`config.mk`:
```
export PLATFORM = sky130hd
export DESIGN_NAME = ippm_core
export DESIGN_NICKNAME = d
export VERILOG_FILES = /design/src/logic/ippm_arbiter.v /design/src/logic/ippm_core.v /design/src/logic/ippm_wake_latch.v
export VERILOG_INCLUDE_DIRS = /design/src /design/src/logic
export SDC_FILE = /design/constraint.sdc
export NUM_CORES = 1
export LEC_CHECK = 0
export ABC_AREA = 1
export BUFFER_PORTS_ARGS = -buffer_cell sky130_fd_sc_hd__buf_2
export CAP_MARGIN = 30
export CORE_UTILIZATION = 45
export CTS_CLUSTER_SIZE = 28
export DETAILED_ROUTE_END_ITERATION = 10
export HOLD_SLACK_MARGIN = 0.03
export PLACE_DENSITY = 0.68
export SKIP_LAST_GASP = 1
export SLEW_MARGIN = 20
export SYNTH_ARGS = -nofsm -noshare
export SYNTH_HDL_FRONTEND = slang
export SYNTH_SLANG_ARGS = --single-unit
export TNS_END_PERCENT = 5
```
`constraint.sdc`:
```
create_clock -name clk_i -period 0.8 [get_ports clk_i]
set_input_delay 0 -clock clk_i [delete_from_list [all_inputs] [get_ports clk_i]]
set_output_delay 0 -clock clk_i [all_outputs]
set_load 0.02 [all_outputs]
```
`src/logic/ippm_defines.vh`:
```
// Purpose: constants for the interrupt priority and power mode block
// Assumes: one 50 MHz clock, synchronous active-high reset
// Notes: register offsets are byte addresses on the plain register port
// Function
// [RL1] low priority bits, one per source
// [RL2] bits 7 and 6 reserved, never write one
// [RL3] low bitwise, high bytewise, same positions
// [RL4] high and low bits form level 0-3
// [RL5] preempt only by strictly higher level
// [RL6] highest level first, then fixed poll order
// [RL7] sleep bit write finishes instruction, then idle
// [RL8] idle gates cpu clock, peripherals keep running
// [RL9] idle retains cpu state and pin levels
// [RL10] idle drives both strobes high
// [RL11] enabled interrupt clears sleep bit, ends idle
// [RL12] reset ends idle, two machine cycles
// [RL13] two general flags, no side effect
// [RL14] power-down stops oscillator, contents kept
// [RL15] power-down exit by reset or external irq
// [RL16] low pin restarts oscillator, high completes wake
// [RL17] first released pin wakes, higher priority served
// [RL18] resume after the power-down instruction
// [RL19] reset exit reinitialises, irq exit keeps registers
// [RL20] both bits set behaves as power-down, clears both
// [RL21] power-down strobes low, ports hold data
// [RL22] party holds wake source until oscillator stable
// [RL23] wake low detection needs no running clock
`ifndef IPPM_DEFINES_VH
`define IPPM_DEFINES_VH
// =====================================================
// register map
`define IPPM_ADDR_PRIO_LOW 8'hB8
`define IPPM_ADDR_PRIO_HIGH 8'hB7
`define IPPM_ADDR_POWER 8'h87
`define IPPM_ADDR_ENABLE 8'hA8
`define IPPM_ADDR_STATUS 8'hB6
// =====================================================
// field positions
`define IPPM_SLEEP_BIT 0
`define IPPM_DEEP_BIT 1
`define IPPM_FLAG_A_BIT 2
`define IPPM_FLAG_B_BIT 3
`define IPPM_EN_ALL_BIT 7
`define IPPM_SRC_EXT_A 0
`define IPPM_SRC_EXT_B 2
`define IPPM_PRIO_MASK 8'h3F
`define IPPM_POWER_MASK 8'h0F
`define IPPM_ENABLE_MASK 8'hBF
// =====================================================
// reset values and timing
`define IPPM_RESET_BYTE 8'h00
`define IPPM_SETTLE_NS 1000
`define IPPM_CLK_NS 20
`endif

```
`src/logic/ippm_arbiter.v`:
```
// Purpose: pick the winning interrupt source by level then poll order
// Assumes: pending bits already gated by enables
// Notes: purely combinational, registered by the caller
`timescale 1ns/1ns
`include "ippm_defines.vh"
module ippm_arbiter #(
    parameter NSRC = 6
) (
    input wire [NSRC-1:0] pend_i, // gated requests
    input wire [NSRC-1:0] prio_low_i, // low priority bits
    input wire [NSRC-1:0] prio_high_i, // high priority bits
    output reg found_o, // some request pending
    output reg [2:0] src_o, // winning source index
    output reg [1:0] level_o // winning level
);
    integer k;
    reg [1:0] lv;
    // =====================================================
    // scan from last source down so lowest index wins ties
    always @* begin
        found_o = 1'b0;
        src_o = 3'h0;
        level_o = 2'h0;
        lv = 2'h0;
        for (k = NSRC - 1; k >= 0; k = k - 1) begin
            lv = {prio_high_i[k], prio_low_i[k]}; // RL4
            // higher level, or equal level earlier in poll order
            if (pend_i[k] && (!found_o || lv >= level_o)) begin // RL6
                found_o = 1'b1;
                src_o = k[2:0];
                level_o = lv;
            end
        end
    end
endmodule

```
`src/logic/ippm_core.v`:
```
// Purpose: interrupt priority registers, arbitration, idle and power-down
// Assumes: cpu signals and pins synchronous to clk_i
// Notes: clocks leave as enables; the oscillator stop is a request output
//
// Decided for this implementation: the plain strobed port.
`timescale 1ns/1ns
`include "ippm_defines.vh"
module ippm_core #(
    parameter NSRC = 6,
    parameter SETTLE_CYC = (`IPPM_SETTLE_NS + `IPPM_CLK_NS - 1) / `IPPM_CLK_NS
) (
    input wire clk_i, // oscillator clock
    input wire reset_i, // synchronous reset
    input wire [7:0] addr_i, // register address
    input wire [7:0] wdata_i, // write data
    input wire wr_i, // write strobe
    input wire rd_i, // read strobe
    input wire bit_wr_i, // single-bit write
    input wire [2:0] bit_sel_i, // bit index for single-bit write
    output reg [7:0] rdata_o, // read data, one cycle later
    input wire instr_done_i, // current instruction retired
    input wire [NSRC-1:0] irq_i, // source requests
    input wire ext_a_n_i, // external pin a, active low
    input wire ext_b_n_i, // external pin b, active low
    input wire return_from_interrupt_i, // return from interrupt
    input wire ext_prog_i, // program memory is external
    output reg cpu_clk_en_o, // cpu clock enable
    output reg periph_clk_en_o, // peripheral clock enable
    output reg osc_stop_o, // stop the oscillator
    output reg irq_take_o, // vector to a handler, pulse
    output reg [2:0] irq_src_o, // vectored source
    output reg ale_o, // address latch strobe
    output reg program_fetch_strobe_o, // program fetch strobe
    output reg port_hold_o, // ports keep latched data
    output reg port0_float_o, // port 0 released
    output reg port2_addr_o // port 2 carries address
);
    // =====================================================
    // power states
    localparam ST_RUN = 2'b00;
    localparam ST_IDLE = 2'b01;
    localparam ST_DOWN = 2'b10;
    localparam ST_SETTLE = 2'b11;
    localparam [15:0] SETTLE_MAX = SETTLE_CYC[15:0];

    reg [7:0] prio_low_reg; // low priority bits
    reg [7:0] prio_high_reg; // high priority bits
    reg [7:0] power_reg; // power control
    reg [7:0] enable_reg; // interrupt enables
    reg [1:0] state_reg; // power state
    reg [1:0] state_next;
    reg [15:0] settle_reg; // oscillator settle count
    reg [3:0] active_reg; // in-service levels, one bit per level
    reg [1:0] cur_level_reg; // highest level in service
    reg wake_a_seen_reg; // pin a went low during power-down
    reg wake_b_seen_reg; // pin b went low during power-down
    reg pend_arm_reg; // idle or down entry pending
    reg [7:0] rd_data;
    wire found;
    wire [2:0] win_src;
    wire [1:0] win_level;
    wire [NSRC-1:0] pend;
    wire wake_a;
    wire wake_b;
    wire arm_a;
    wire arm_b;
    wire preempt_ok;
    wire take;
    wire [1:0] lv_a; // pin a level
    wire [1:0] lv_b; // pin b level
    wire pick_b; // wake vector goes to pin b

    // =====================================================
    // decode helper, used by every write path
    function hit;
        input [7:0] a;
        input [7:0] want;
        begin
            hit = (a == want);
        end
    endfunction

    assign pend = irq_i & enable_reg[NSRC-1:0] & {NSRC{enable_reg[`IPPM_EN_ALL_BIT]}};

    ippm_arbiter #(.NSRC(NSRC)) u_arb (
        .pend_i(pend),
        .prio_low_i(prio_low_reg[NSRC-1:0]),
        .prio_high_i(prio_high_reg[NSRC-1:0]),
        .found_o(found),
        .src_o(win_src),
        .level_o(win_level)
    );

    // =====================================================
    // wake capture works with the clock stopped
    assign arm_a = (state_reg == ST_DOWN) & enable_reg[`IPPM_SRC_EXT_A]
                   & enable_reg[`IPPM_EN_ALL_BIT]; // RL15
    assign arm_b = (state_reg == ST_DOWN) & enable_reg[`IPPM_SRC_EXT_B]
                   & enable_reg[`IPPM_EN_ALL_BIT]; // RL15
    ippm_wake_latch u_wake_a (
        .clk_i(clk_i),
        .reset_i(reset_i),
        .arm_i(arm_a),
        .pin_n_i(ext_a_n_i),
        .clear_i(state_reg == ST_RUN),
        .wake_o(wake_a)
    );
    ippm_wake_latch u_wake_b (
        .clk_i(clk_i),
        .reset_i(reset_i),
        .arm_i(arm_b),
        .pin_n_i(ext_b_n_i),
        .clear_i(state_reg == ST_RUN),
        .wake_o(wake_b)
    );

    // preempt only from a strictly higher level; level 3 never preempted
    assign preempt_ok = (active_reg == 4'h0) || (win_level > cur_level_reg); // RL5
    assign take = found && preempt_ok && (state_reg == ST_RUN || state_reg == ST_IDLE);
    // equal levels fall back to poll order, so pin a wins a tie
    assign lv_a = {prio_high_reg[`IPPM_SRC_EXT_A], prio_low_reg[`IPPM_SRC_EXT_A]};
    assign lv_b = {prio_high_reg[`IPPM_SRC_EXT_B], prio_low_reg[`IPPM_SRC_EXT_B]};
    assign pick_b = wake_b && (!wake_a || lv_b > lv_a); // RL17

    // =====================================================
    // power state sequencing
    always @* begin
        state_next = state_reg;
        case (state_reg)
            ST_RUN: begin
                // entry waits for the setting instruction to retire
                if (pend_arm_reg && instr_done_i) begin // RL7
                    if (power_reg[`IPPM_DEEP_BIT]) begin
                        state_next = ST_DOWN; // RL14 RL20
                    end else if (power_reg[`IPPM_SLEEP_BIT]) begin
                        state_next = ST_IDLE;
                    end
                end
            end
            ST_IDLE: begin
                if (take) begin
                    state_next = ST_RUN; // RL11
                end
            end
            ST_DOWN: begin
                // oscillator runs again once any armed pin is low
                if (wake_a || wake_b) begin // RL16 RL17
                    state_next = ST_SETTLE;
                end
            end
            ST_SETTLE: begin
                // first released pin completes the exit after settling
                if (settle_reg >= SETTLE_MAX &&
                    ((wake_a && ext_a_n_i) || (wake_b && ext_b_n_i))) begin // RL16 RL17 RL22
                    state_next = ST_RUN;
                end
            end
            default: begin
                state_next = ST_RUN;
            end
        endcase
    end

    // =====================================================
    // state, settle count and entry tracking
    always @(posedge clk_i) begin
        if (reset_i) begin
            state_reg <= ST_RUN; // RL12 RL19
            settle_reg <= 16'h0000;
            pend_arm_reg <= 1'b0;
            wake_a_seen_reg <= 1'b0;
            wake_b_seen_reg <= 1'b0;
        end else begin
            state_reg <= state_next;
            if (state_reg == ST_SETTLE) begin
                if (settle_reg < SETTLE_MAX) begin
                    settle_reg <= settle_reg + 16'h0001;
                end
            end else begin
                settle_reg <= 16'h0000;
            end
            // a write setting sleep or deep arms entry at retirement
            if (wr_i && hit(addr_i, `IPPM_ADDR_POWER) &&
                (wdata_i[`IPPM_SLEEP_BIT] || wdata_i[`IPPM_DEEP_BIT])) begin
                pend_arm_reg <= 1'b1;
            end else if (instr_done_i) begin
                pend_arm_reg <= 1'b0;
            end
            wake_a_seen_reg <= wake_a;
            wake_b_seen_reg <= wake_b;
        end
    end

    // =====================================================
    // registers: priority, power control, enables
    always @(posedge clk_i) begin
        if (reset_i) begin
            prio_low_reg <= `IPPM_RESET_BYTE;
            prio_high_reg <= `IPPM_RESET_BYTE;
            power_reg <= `IPPM_RESET_BYTE;
            enable_reg <= `IPPM_RESET_BYTE;
        end else begin
            if (wr_i && hit(addr_i, `IPPM_ADDR_PRIO_LOW)) begin
                if (bit_wr_i) begin
                    // single-bit write only on the low bits
                    prio_low_reg[bit_sel_i] <= wdata_i[0]; // RL3
                end else begin
                    prio_low_reg <= wdata_i; // RL1
                end
            end
            // whole byte only; bit writes to this address are ignored
            if (wr_i && !bit_wr_i && hit(addr_i, `IPPM_ADDR_PRIO_HIGH)) begin
                prio_high_reg <= wdata_i; // RL3
            end
            if (wr_i && !bit_wr_i && hit(addr_i, `IPPM_ADDR_ENABLE)) begin
                enable_reg <= wdata_i & `IPPM_ENABLE_MASK;
            end
            // hardware clear beats software set: the wake must stick
            if (wr_i && !bit_wr_i && hit(addr_i, `IPPM_ADDR_POWER)) begin
                power_reg <= wdata_i & `IPPM_POWER_MASK; // RL13
            end
            if ((state_reg == ST_IDLE && take) ||
                (state_reg == ST_SETTLE && state_next == ST_RUN)) begin
                power_reg[`IPPM_SLEEP_BIT] <= 1'b0; // RL11 RL20
                power_reg[`IPPM_DEEP_BIT] <= 1'b0; // RL20
            end
        end
    end

    // =====================================================
    // in-service level stack and vectoring
    always @(posedge clk_i) begin
        if (reset_i) begin
            active_reg <= 4'h0;
            cur_level_reg <= 2'h0;
            irq_take_o <= 1'b0;
            irq_src_o <= 3'h0;
        end else begin
            irq_take_o <= 1'b0;
            if (take) begin
                active_reg[win_level] <= 1'b1;
                cur_level_reg <= win_level;
                irq_take_o <= 1'b1; // RL6 RL11
                irq_src_o <= win_src;
            end else if (state_reg == ST_SETTLE && state_next == ST_RUN) begin
                // wake vector: released pin, higher level if both were low
                irq_take_o <= 1'b1; // RL17 RL18
                irq_src_o <= pick_b ? 3'h2 : 3'h0;
                active_reg[pick_b ? lv_b : lv_a] <= 1'b1; // RL5
                cur_level_reg <= pick_b ? lv_b : lv_a;
            end else if (return_from_interrupt_i && active_reg != 4'h0) begin
                // pop the highest active level
                active_reg[cur_level_reg] <= 1'b0;
                if (cur_level_reg == 2'h3 && active_reg[2]) begin
                    cur_level_reg <= 2'h2;
                end else if (cur_level_reg >= 2'h2 && active_reg[1]) begin
                    cur_level_reg <= 2'h1;
                end else begin
                    cur_level_reg <= 2'h0;
                end
            end
        end
    end

    // =====================================================
    // read mux; reserved bits read zero
    always @* begin
        case (addr_i)
            `IPPM_ADDR_PRIO_LOW: rd_data = prio_low_reg & `IPPM_PRIO_MASK; // RL2
            `IPPM_ADDR_PRIO_HIGH: rd_data = prio_high_reg & `IPPM_PRIO_MASK; // RL2
            `IPPM_ADDR_POWER: rd_data = power_reg;
            `IPPM_ADDR_ENABLE: rd_data = enable_reg;
            `IPPM_ADDR_STATUS: rd_data = {3'h0, wake_b_seen_reg, wake_a_seen_reg,
                                         1'b0, state_reg};
            default: rd_data = 8'h00;
        endcase
    end

    always @(posedge clk_i) begin
        if (reset_i) begin
            rdata_o <= 8'h00;
        end else begin
            rdata_o <= rd_i ? rd_data : 8'h00;
        end
    end

    // =====================================================
    // clock enables and pin behaviour per mode
    always @(posedge clk_i) begin
        if (reset_i) begin
            cpu_clk_en_o <= 1'b1;
            periph_clk_en_o <= 1'b1;
            osc_stop_o <= 1'b0;
            ale_o <= 1'b1;
            program_fetch_strobe_o <= 1'b1;
            port_hold_o <= 1'b0;
            port0_float_o <= 1'b0;
            port2_addr_o <= 1'b0;
        end else begin
            // cpu frozen in idle so its state is retained
            cpu_clk_en_o <= (state_next == ST_RUN); // RL8 RL9
            periph_clk_en_o <= (state_next == ST_RUN || state_next == ST_IDLE); // RL8
            osc_stop_o <= (state_next == ST_DOWN); // RL14
            ale_o <= (state_next != ST_DOWN && state_next != ST_SETTLE); // RL10 RL21
            program_fetch_strobe_o <= (state_next != ST_DOWN && state_next != ST_SETTLE); // RL10 RL21
            port_hold_o <= (state_next != ST_RUN); // RL9 RL21
            port0_float_o <= (state_next != ST_RUN) && ext_prog_i; // RL21
            port2_addr_o <= (state_next == ST_IDLE) && ext_prog_i; // RL21
        end
    end
endmodule

```
`src/logic/ippm_wake_latch.v`:
```
// Purpose: hold a wake request raised while the clock is stopped
// Assumes: pins are active low, arm is a steady level in power-down
// Notes: the asynchronous set is a pin level, not a data load
`timescale 1ns/1ns
module ippm_wake_latch (
    input wire clk_i, // may be stopped
    input wire reset_i, // clears the request
    input wire arm_i, // power-down and pin enabled
    input wire pin_n_i, // external pin, active low
    input wire clear_i, // clock domain acknowledge
    output reg wake_o // request the oscillator
);
    wire set_async;
    assign set_async = arm_i & ~pin_n_i;
    // =====================================================
    // set without clock so a stopped oscillator can restart
    always @(posedge clk_i or posedge set_async) begin
        if (set_async) begin
            wake_o <= 1'b1; // RL23
        end else if (reset_i || clear_i) begin
            wake_o <= 1'b0;
        end
    end
endmodule
```
==> results.sh, run 1 <==
export IMPL_grt_util_met1_pct=32.97
export IMPL_core_sq_um=8217
export IMPL_clk_latency_ns=0.36
export IMPL_synth_nets=604
export IMPL_fp_dieH_microns=94.17
export IMPL_total_power_w=0.008106
export IMPL_synth_ff_type="dfxtp_1"
export IMPL_critPathCaptureType="flip-flop"
export IMPL_clockPowerShare_pct=36.9
export IMPL_ys_ff_latch=69
export IMPL_area_growth_pct=53.58
export IMPL_die_x_microns=94.17
export IMPL_pin_count=55
export IMPL_worstMarginPinSlew_ns=0.5255
export IMPL_top_usage_layer="met2"
export IMPL_ant_nets=0
export IMPL_yosysUniqueCellTypes=43
export IMPL_cts_buffer_depth=2
export IMPL_worst_slack_ns=-5.303
export IMPL_first_global_vias=4274
export IMPL_netlist_area_leader_share_pct=35.09
export IMPL_dp_slack_ns=-5.102
export IMPL_start_util_pct=46.52
export IMPL_yosys_cell_count_top_type="nand2_1"
export IMPL_grt_setup_unrepaired="yes"
export IMPL_hp_class="input pin to flip-flop"
export IMPL_yosys_top_cells_count="nand2_1, inv_1, dfxtp_1"
export IMPL_switching_share_pct=29.65
export IMPL_first_iter_violations=282
export IMPL_max_freq_ghz=0.1638
export IMPL_cts_max_level=3
export IMPL_dieArea_sq_um=8867
export IMPL_synth_area_top_cells="dfxtp_1, nand2_1, inv_1"
export IMPL_fin_crit_sh_pct=762.9
export IMPL_crit_path_start_kind="flip-flop"
export IMPL_p_comb_share_pct=18.7
export IMPL_async_reset_ff_share_pct=2.899
export IMPL_overflow=0
export IMPL_largest_reg_flops=16
export IMPL_yosysSeqAreaShare_pct=36.46
export IMPL_cts_buffers=9
export IMPL_final_nets=816
export IMPL_cp_max_fo=5
export IMPL_failed_checks="setup timing"
export IMPL_grt_total_usage_pct=27.82
export IMPL_drc_errors=0
export IMPL_path_clk_slew_ns=0.08
export IMPL_num_vias=4508
export IMPL_portBuffers=52
export IMPL_internal_power_w=0.005703
export IMPL_cap_viol_max_count=0
export IMPL_antenna_found_initial=0
export IMPL_cts_sinks=69
export IMPL_cp_common_cell="nand2_2"
export IMPL_post_route_min_period_ns=6.103
export IMPL_power_density_nw_per_um2=1381
export IMPL_netlist_area_sq_um=3822
export IMPL_avgSynthCellArea_sq_um=6.912
export IMPL_synth_top_area_cell="dfxtp_1"
export IMPL_via_per_inst=5.152
export IMPL_fillerInstances=644
export IMPL_synth_edff_count=0
export IMPL_finalClockSkew_ns=0.01723
export IMPL_cts_tree="built"
export IMPL_final_max_slew_viol_count=0
export IMPL_dpl_instance_area_sq_um=5159
export IMPL_grt_max_degree=15
export IMPL_use_met3_pct=4.612
export IMPL_grt_pass1_wl_mm=18.89
export IMPL_status="complete, but fails checks"
export IMPL_setup_tns_ns=-109.01
export IMPL_p_seq_share_pct=44.3
export IMPL_p_sw_w=0.002404
export IMPL_diodes=0
export IMPL_crit_slowest_cell="dfxtp_2"
export IMPL_rows=33
export IMPL_irDropWorstVdd_mv=1.264
export IMPL_finalHoldViolCount=0
export IMPL_postSynthCellCount=553
export IMPL_fin_area_sq_um=5871
export IMPL_root_buffer="clkbuf_8"
export IMPL_yosysWarnings=0
export IMPL_max_slew_margin_pct=64.60
export IMPL_drt_wl_total_mm=12.26
export IMPL_wl_per_cell_microns=14.01
export IMPL_use_met2_pct=47.77
export IMPL_critPathArrivalTime_ns=6.35
export IMPL_layout_drive_gt1_share_pct=39.61
export IMPL_cp_required_ns=1.04
export IMPL_max_stage_delay_ns=0.36
export IMPL_crit_type="flip-flop to flip-flop"
export IMPL_gp_congestion=0.9272
export IMPL_leakagePower_nw=2.699
export IMPL_drtPass1Iterations=5
export IMPL_setup_viol=86
export IMPL_hpwlAfterDp_mm=8.856
## logic make-up after synthesis
| kind of cell | count (synthesis) | share of synthesized area [%] |
|---|---|---|
| AOI/OAI and AO/OA | 100 | 14.93 |
| xor gates and xnor gates | 1 | 0.2292 |
| adders and majority gates | 16 | 5.237 |
| buffers and inverters | 113 | 11.91 |
| DFF | 69 | 36.46 |
| other | 1 | 0.09811 |
| and+or+nand+nor | 253 | 31.13 |
## final timing paths
path,end,depth (start not counted),startpoint,slack [ns]
hold / removal,prio_low_reg[2],4,bit_sel_i[0],0.04
hold reg to reg,u_wake_b.wake_o,2,enable_reg[2],0.36
min in group asynchronous,u_wake_a.wake_o,5,ext_a_n_i,0.34
setup / recovery,power_reg[0],51,enable_reg[5],-5.30
setup reg to reg,power_reg[0],51,enable_reg[5],-5.30
max in group asynchronous,u_wake_a.wake_o,6,enable_reg[7],-0.06
## cell type report
class                           instances  area [sq um]  share of cell area (%)
Multi-Input combinational cell        371          2231                   38.00
Clock inverter                          7         80.08                   1.364
Sequential cell                        69          1398                   23.81
Tap cell                              105         131.4                   2.238
Inverter                               98         375.4                   6.394
Timing Repair Buffer                  216          1531                   26.09
Clock buffer                            9         123.9                   2.110
## stage by stage
stage	hold WS, ns	util [%]	instances
floorplan	-0.04734	-	553
global placement	0.1757	62.78	823
detailed placement	0.1743	62.78	823
CTS	0.02102	68.69	869
global route	0.07465	71.45	875
finish	0.04243	71.45	875
## metal layers
metal / share of wire, % / routed length (microns) / up-vias
met5: 0 / 0 / -
met1: 41 / 5058 / 2055
met2: 49 / 5960 / 179
li1: - / - / 2222
met3: 6.3 / 767 / 52
met4: 3.9 / 475 / 0
## power by group through the flow
stage	Combinational [W]	Sequential (W)	Clock, W
2_1_floorplan	0.000748	0.00367	0
3_3_place_gp	0.00132	0.00366	0
3_5_place_dp	0.00133	0.00367	0
4_1_cts	0.00140	0.00359	0.00301
5_1_grt	0.00166	0.00360	0.00318
6_report	0.00152	0.00359	0.00299
## placed cells by master, fill, tap and decap left out, types with 10 or more instances in the layout
cell / count
nor3_1: 10
buf_4: 149
nand3_1: 51
a21oi_1: 38
dlygate4sd3_1: 13
nand2_1: 91
nor2_1: 39
buf_2: 52
nand3_2: 10
inv_1: 84
nand2_2: 23
inv_2: 11
o21ai_0: 28
dfxtp_1: 64
## what timing repair did
action,4_1_cts,5_1_grt
pin swaps,14,37
hold buffers,13,0
endpoints found under the hold margin,21,0
setup buffers,17,6
setup endpoints to repair,85,88
gates resized for setup,5,37
## critical path, delay by kind of cell, from the launching register on
kind	cells	cell delay, ns
flip-flops	1	0.36
AO/OA/AOI/OAI	7	0.83
buffers and inverters	10	0.75
adder cells (fa/ha/maj)	6	1.48
AND/OR/NAND/NOR	28	2.58
Note: power is estimated with default switching activity, not from simulation.
==> run 2: changes to the inputs <==
- CELL_PAD_IN_SITES_DETAIL_PLACEMENT: not set -> 1
- CELL_PAD_IN_SITES_GLOBAL_PLACEMENT: not set -> 1
- CORE_UTILIZATION: 45 -> 41
- PLACE_DENSITY: 0.68 -> 0.83
==> run 2 against run 1 <==
Against the previous run: the run now fails in 4_1_cts; synthesized cell count unchanged; area after synthesis unchanged.
==> results.sh, run 2 <==
export IMPL_cts_buffers=9
export IMPL_cts_hold_fix_buffers=12
export IMPL_synth_area_top_cells="dfxtp_1, nand2_1, inv_1"
export IMPL_hpwlAfterDp_mm=11.79
export IMPL_synth_edff_count=0
export IMPL_root_buffer="clkbuf_8"
export IMPL_rows=34
export IMPL_synth_ff_type="dfxtp_1"
export IMPL_synthXorXnorAreaFrac_pct=0.2291
export IMPL_avgSynthCellArea_sq_um=6.912
export IMPL_portBuffers=52
export IMPL_cts_sinks=69
export IMPL_netlist_area_sq_um=3822
export IMPL_cts_resized=35
export IMPL_postSynthCellCount=553
export IMPL_synth_mux_area_share_pct=0
export IMPL_synth_top_family_by_area="simple AND/OR/NAND/NOR gates"
export IMPL_pin_count=55
export IMPL_ys_ff_latch=69
export IMPL_start_util_pct=42.99
export IMPL_fp_dieH_microns=98.56
export IMPL_async_reset_ff_share_pct=2.899
export IMPL_cts_max_level=3
export IMPL_status="aborted with a tool error"
export IMPL_netlist_area_leader_share_pct=35.09
export IMPL_yosys_cell_count_top_type="nand2_1"
export IMPL_yosys_top_cells_count="nand2_1, inv_1, dfxtp_1"
export IMPL_yosysSeqAreaShare_pct=36.46
export IMPL_postCtsSetupRepairBufs=49
export IMPL_stop_stage="4_1_cts"
export IMPL_synth_simple_area_share_pct=31.13
export IMPL_stop_error="[ERROR DPL-0033] detailed placement checks failed during check placement."
export IMPL_synth_fa_ha_area_share_pct=5.237
export IMPL_cts_buffer_depth=2
export IMPL_dpl_instance_area_sq_um=5223
export IMPL_synth_compound_area_share_pct=14.93
export IMPL_synth_nets=604
export IMPL_die_x_microns=98.56
export IMPL_synth_top_area_cell="dfxtp_1"
export IMPL_gp_congestion=0.8471
export IMPL_yosysUniqueCellTypes=43
export IMPL_yosysWarnings=0
==> run 2: metrics by stage <==
step                      worst slack (ns)  std cells
after global placement              -4.805        834
after floorplan                     -4.765        553
after detailed placement            -5.454        834
==> run 2: kinds of logic after synthesis <==
kind of cell	after synthesis
DFF	69
buffers and inverters	113
adders and majority gates	16
xor gates and xnor gates	1
and+or+nand+nor	253
AOI/OAI and AO/OA	100
other	1
==> run 3: changes to the inputs <==
- CELL_PAD_IN_SITES_DETAIL_PLACEMENT: 1 -> not set
- CELL_PAD_IN_SITES_GLOBAL_PLACEMENT: 1 -> not set
- CORE_UTILIZATION: 41 -> 30
- CTS_CLUSTER_SIZE: 28 -> not set
- HOLD_SLACK_MARGIN: 0.03 -> not set
- PLACE_DENSITY: 0.83 -> not set
- PLACE_DENSITY_LB_ADDON: not set -> 0.15
==> run 3 against run 2 <==
Against the previous run: the flow now finishes, with violations (setup timing).
==> results.sh, run 3 (synthesis gave the netlist of run 1 again) <==
export IMPL_via_per_inst=4.616
export IMPL_cts_buffers=9
export IMPL_dieArea_sq_um=13200
export IMPL_cp_max_fo=5
export IMPL_fillerInstances=1219
export IMPL_antenna_found_initial=0
export IMPL_start_util_pct=31.30
export IMPL_cp_common_cell="nand2_2"
export IMPL_leakagePower_nw=2.730
export IMPL_internal_power_w=0.006765
export IMPL_overflow=0
export IMPL_largest_reg_flops=16
export IMPL_area_growth_pct=56.53
export IMPL_finalHoldViolCount=0
export IMPL_switching_share_pct=26.42
export IMPL_first_global_vias=4200
export IMPL_core_sq_um=12210
export IMPL_setup_tns_ns=-102.83
export IMPL_layout_drive_gt1_share_pct=39.16
export IMPL_grt_total_usage_pct=18.90
export IMPL_diodes=0
export IMPL_grt_max_degree=18
export IMPL_post_route_min_period_ns=5.825
export IMPL_root_buffer="clkbuf_16"
export IMPL_portBuffers=52
export IMPL_finalClockSkew_ns=0.004841
export IMPL_ant_nets=0
export IMPL_critPathArrivalTime_ns=6.05
export IMPL_fin_crit_sh_pct=728.1
export IMPL_setup_viol=74
export IMPL_irDropWorstVdd_mv=0.8643
export IMPL_crit_path_start_kind="flip-flop"
export IMPL_drtPass1Iterations=4
export IMPL_gp_congestion=0.8483
export IMPL_die_x_microns=114.9
export IMPL_num_vias=4311
export IMPL_cp_required_ns=1.03
export IMPL_crit_slowest_cell="dfxtp_2"
export IMPL_fin_area_sq_um=5983
export IMPL_rows=40
export IMPL_hp_class="input pin to flip-flop"
export IMPL_failed_checks="setup timing"
export IMPL_clk_latency_ns=0.33
export IMPL_cts_buffer_depth=2
export IMPL_path_clk_slew_ns=0.06
export IMPL_final_max_slew_viol_count=0
export IMPL_max_freq_ghz=0.1717
export IMPL_p_seq_share_pct=39.0
export IMPL_cts_tree="built"
export IMPL_wl_per_cell_microns=12.63
export IMPL_clockPowerShare_pct=42.4
export IMPL_drt_wl_total_mm=11.80
export IMPL_grt_setup_unrepaired="yes"
export IMPL_power_density_nw_per_um2=1537
export IMPL_cap_viol_max_count=0
export IMPL_grt_pass1_wl_mm=19.44
export IMPL_p_comb_share_pct=18.5
export IMPL_hpwlAfterDp_mm=9.241
export IMPL_drc_errors=0
export IMPL_cts_sinks=69
export IMPL_fp_dieH_microns=114.9
export IMPL_worst_slack_ns=-5.025
export IMPL_final_cell_mix="buf_4, nand2_1, inv_1, dfxtp_1, buf_2"
export IMPL_cts_max_level=3
export IMPL_status="complete, but fails checks"
export IMPL_critPathCaptureType="flip-flop"
export IMPL_dp_slack_ns=-5.101
export IMPL_max_stage_delay_ns=0.35
export IMPL_crit_type="flip-flop to flip-flop"
export IMPL_final_nets=813
export IMPL_dpl_instance_area_sq_um=5268
export IMPL_first_iter_violations=212
export IMPL_p_sw_w=0.002429
export IMPL_pin_count=55
export IMPL_layout_commonest_cell="buf_4"
run 3: final cells by class:
class	instances	area [sq um]	area share [%]
Clock inverter	5	62.56	1.046
Inverter	98	375.4	6.274
Multi-Input combinational cell	371	2211	36.95
Sequential cell	69	1398	23.36
Timing Repair Buffer	213	1498	25.03
Tap cell	168	210.2	3.513
Clock buffer	10	229.0	3.827
run 3: repair_timing:
item                       in CTS  in global routing
setup buffers                   7                 10
resized for setup              11                 30
hold buffers                   11                  0
hold endpoints to repair       16                  0
cloned                          0                  1
pin swaps                      17                 39
setup endpoints to repair      76                 88
run 3: through the flow:
step	power (W)	hold slack [ns]	utilization, %	std cells
after floorplan	0.004417	-0.04734	-	553
after global placement	0.005138	0.1733	43.14	890
after detailed placement	0.005128	0.1772	43.14	890
after CTS	0.009231	0.004737	47.26	923
after global routing	0.009620	0.02413	49.00	934
final	0.009195	0.01532	49.00	934
run 3: worst max-delay path: cells and delay by family, from the launching register on:
kind / cells / cell delay [ns]
buffers and inverters: 10 / 0.64
AO/OA/AOI/OAI: 7 / 0.82
flip-flops: 1 / 0.35
adder cells (fa/ha/maj): 6 / 1.54
AND/OR/NAND/NOR: 27 / 2.38
run 3: worst paths after layout:
path                            slack (ns)  cells after the start           from         endpoint
max in group asynchronous             0.08                      5  enable_reg[7]  u_wake_a.wake_o
worst min register to register        0.39                      2  enable_reg[2]  u_wake_b.wake_o
worst max register to register       -5.02                     50  enable_reg[7]     irq_src_o[1]
min in group asynchronous             0.39                      5      ext_a_n_i  u_wake_a.wake_o
worst min-delay path                  0.02                      3        reset_i     pend_arm_reg
worst max-delay path                 -5.02                     50  enable_reg[7]     irq_src_o[1]
run 3: power groups by stage:
stage,sequential (W),clock [W],combinational [W]
finish,0.00359,0.00390,0.00170
global route,0.00360,0.00416,0.00186
CTS,0.00359,0.00400,0.00164
detailed placement,0.00366,0,0.00147
global placement,0.00366,0,0.00148
floorplan,0.00367,0,0.000748
run 3: routing by layer:
metal / share of wire (%) / global-route usage, % / vias up
li1: - / - / 2215
met1: 46 / 23.55 / 1995
met2: 48 / 32.45 / 82
met3: 3.4 / 3.268 / 19
met4: 1.9 / 7.359 / 0
met5: 0 / 0 / -
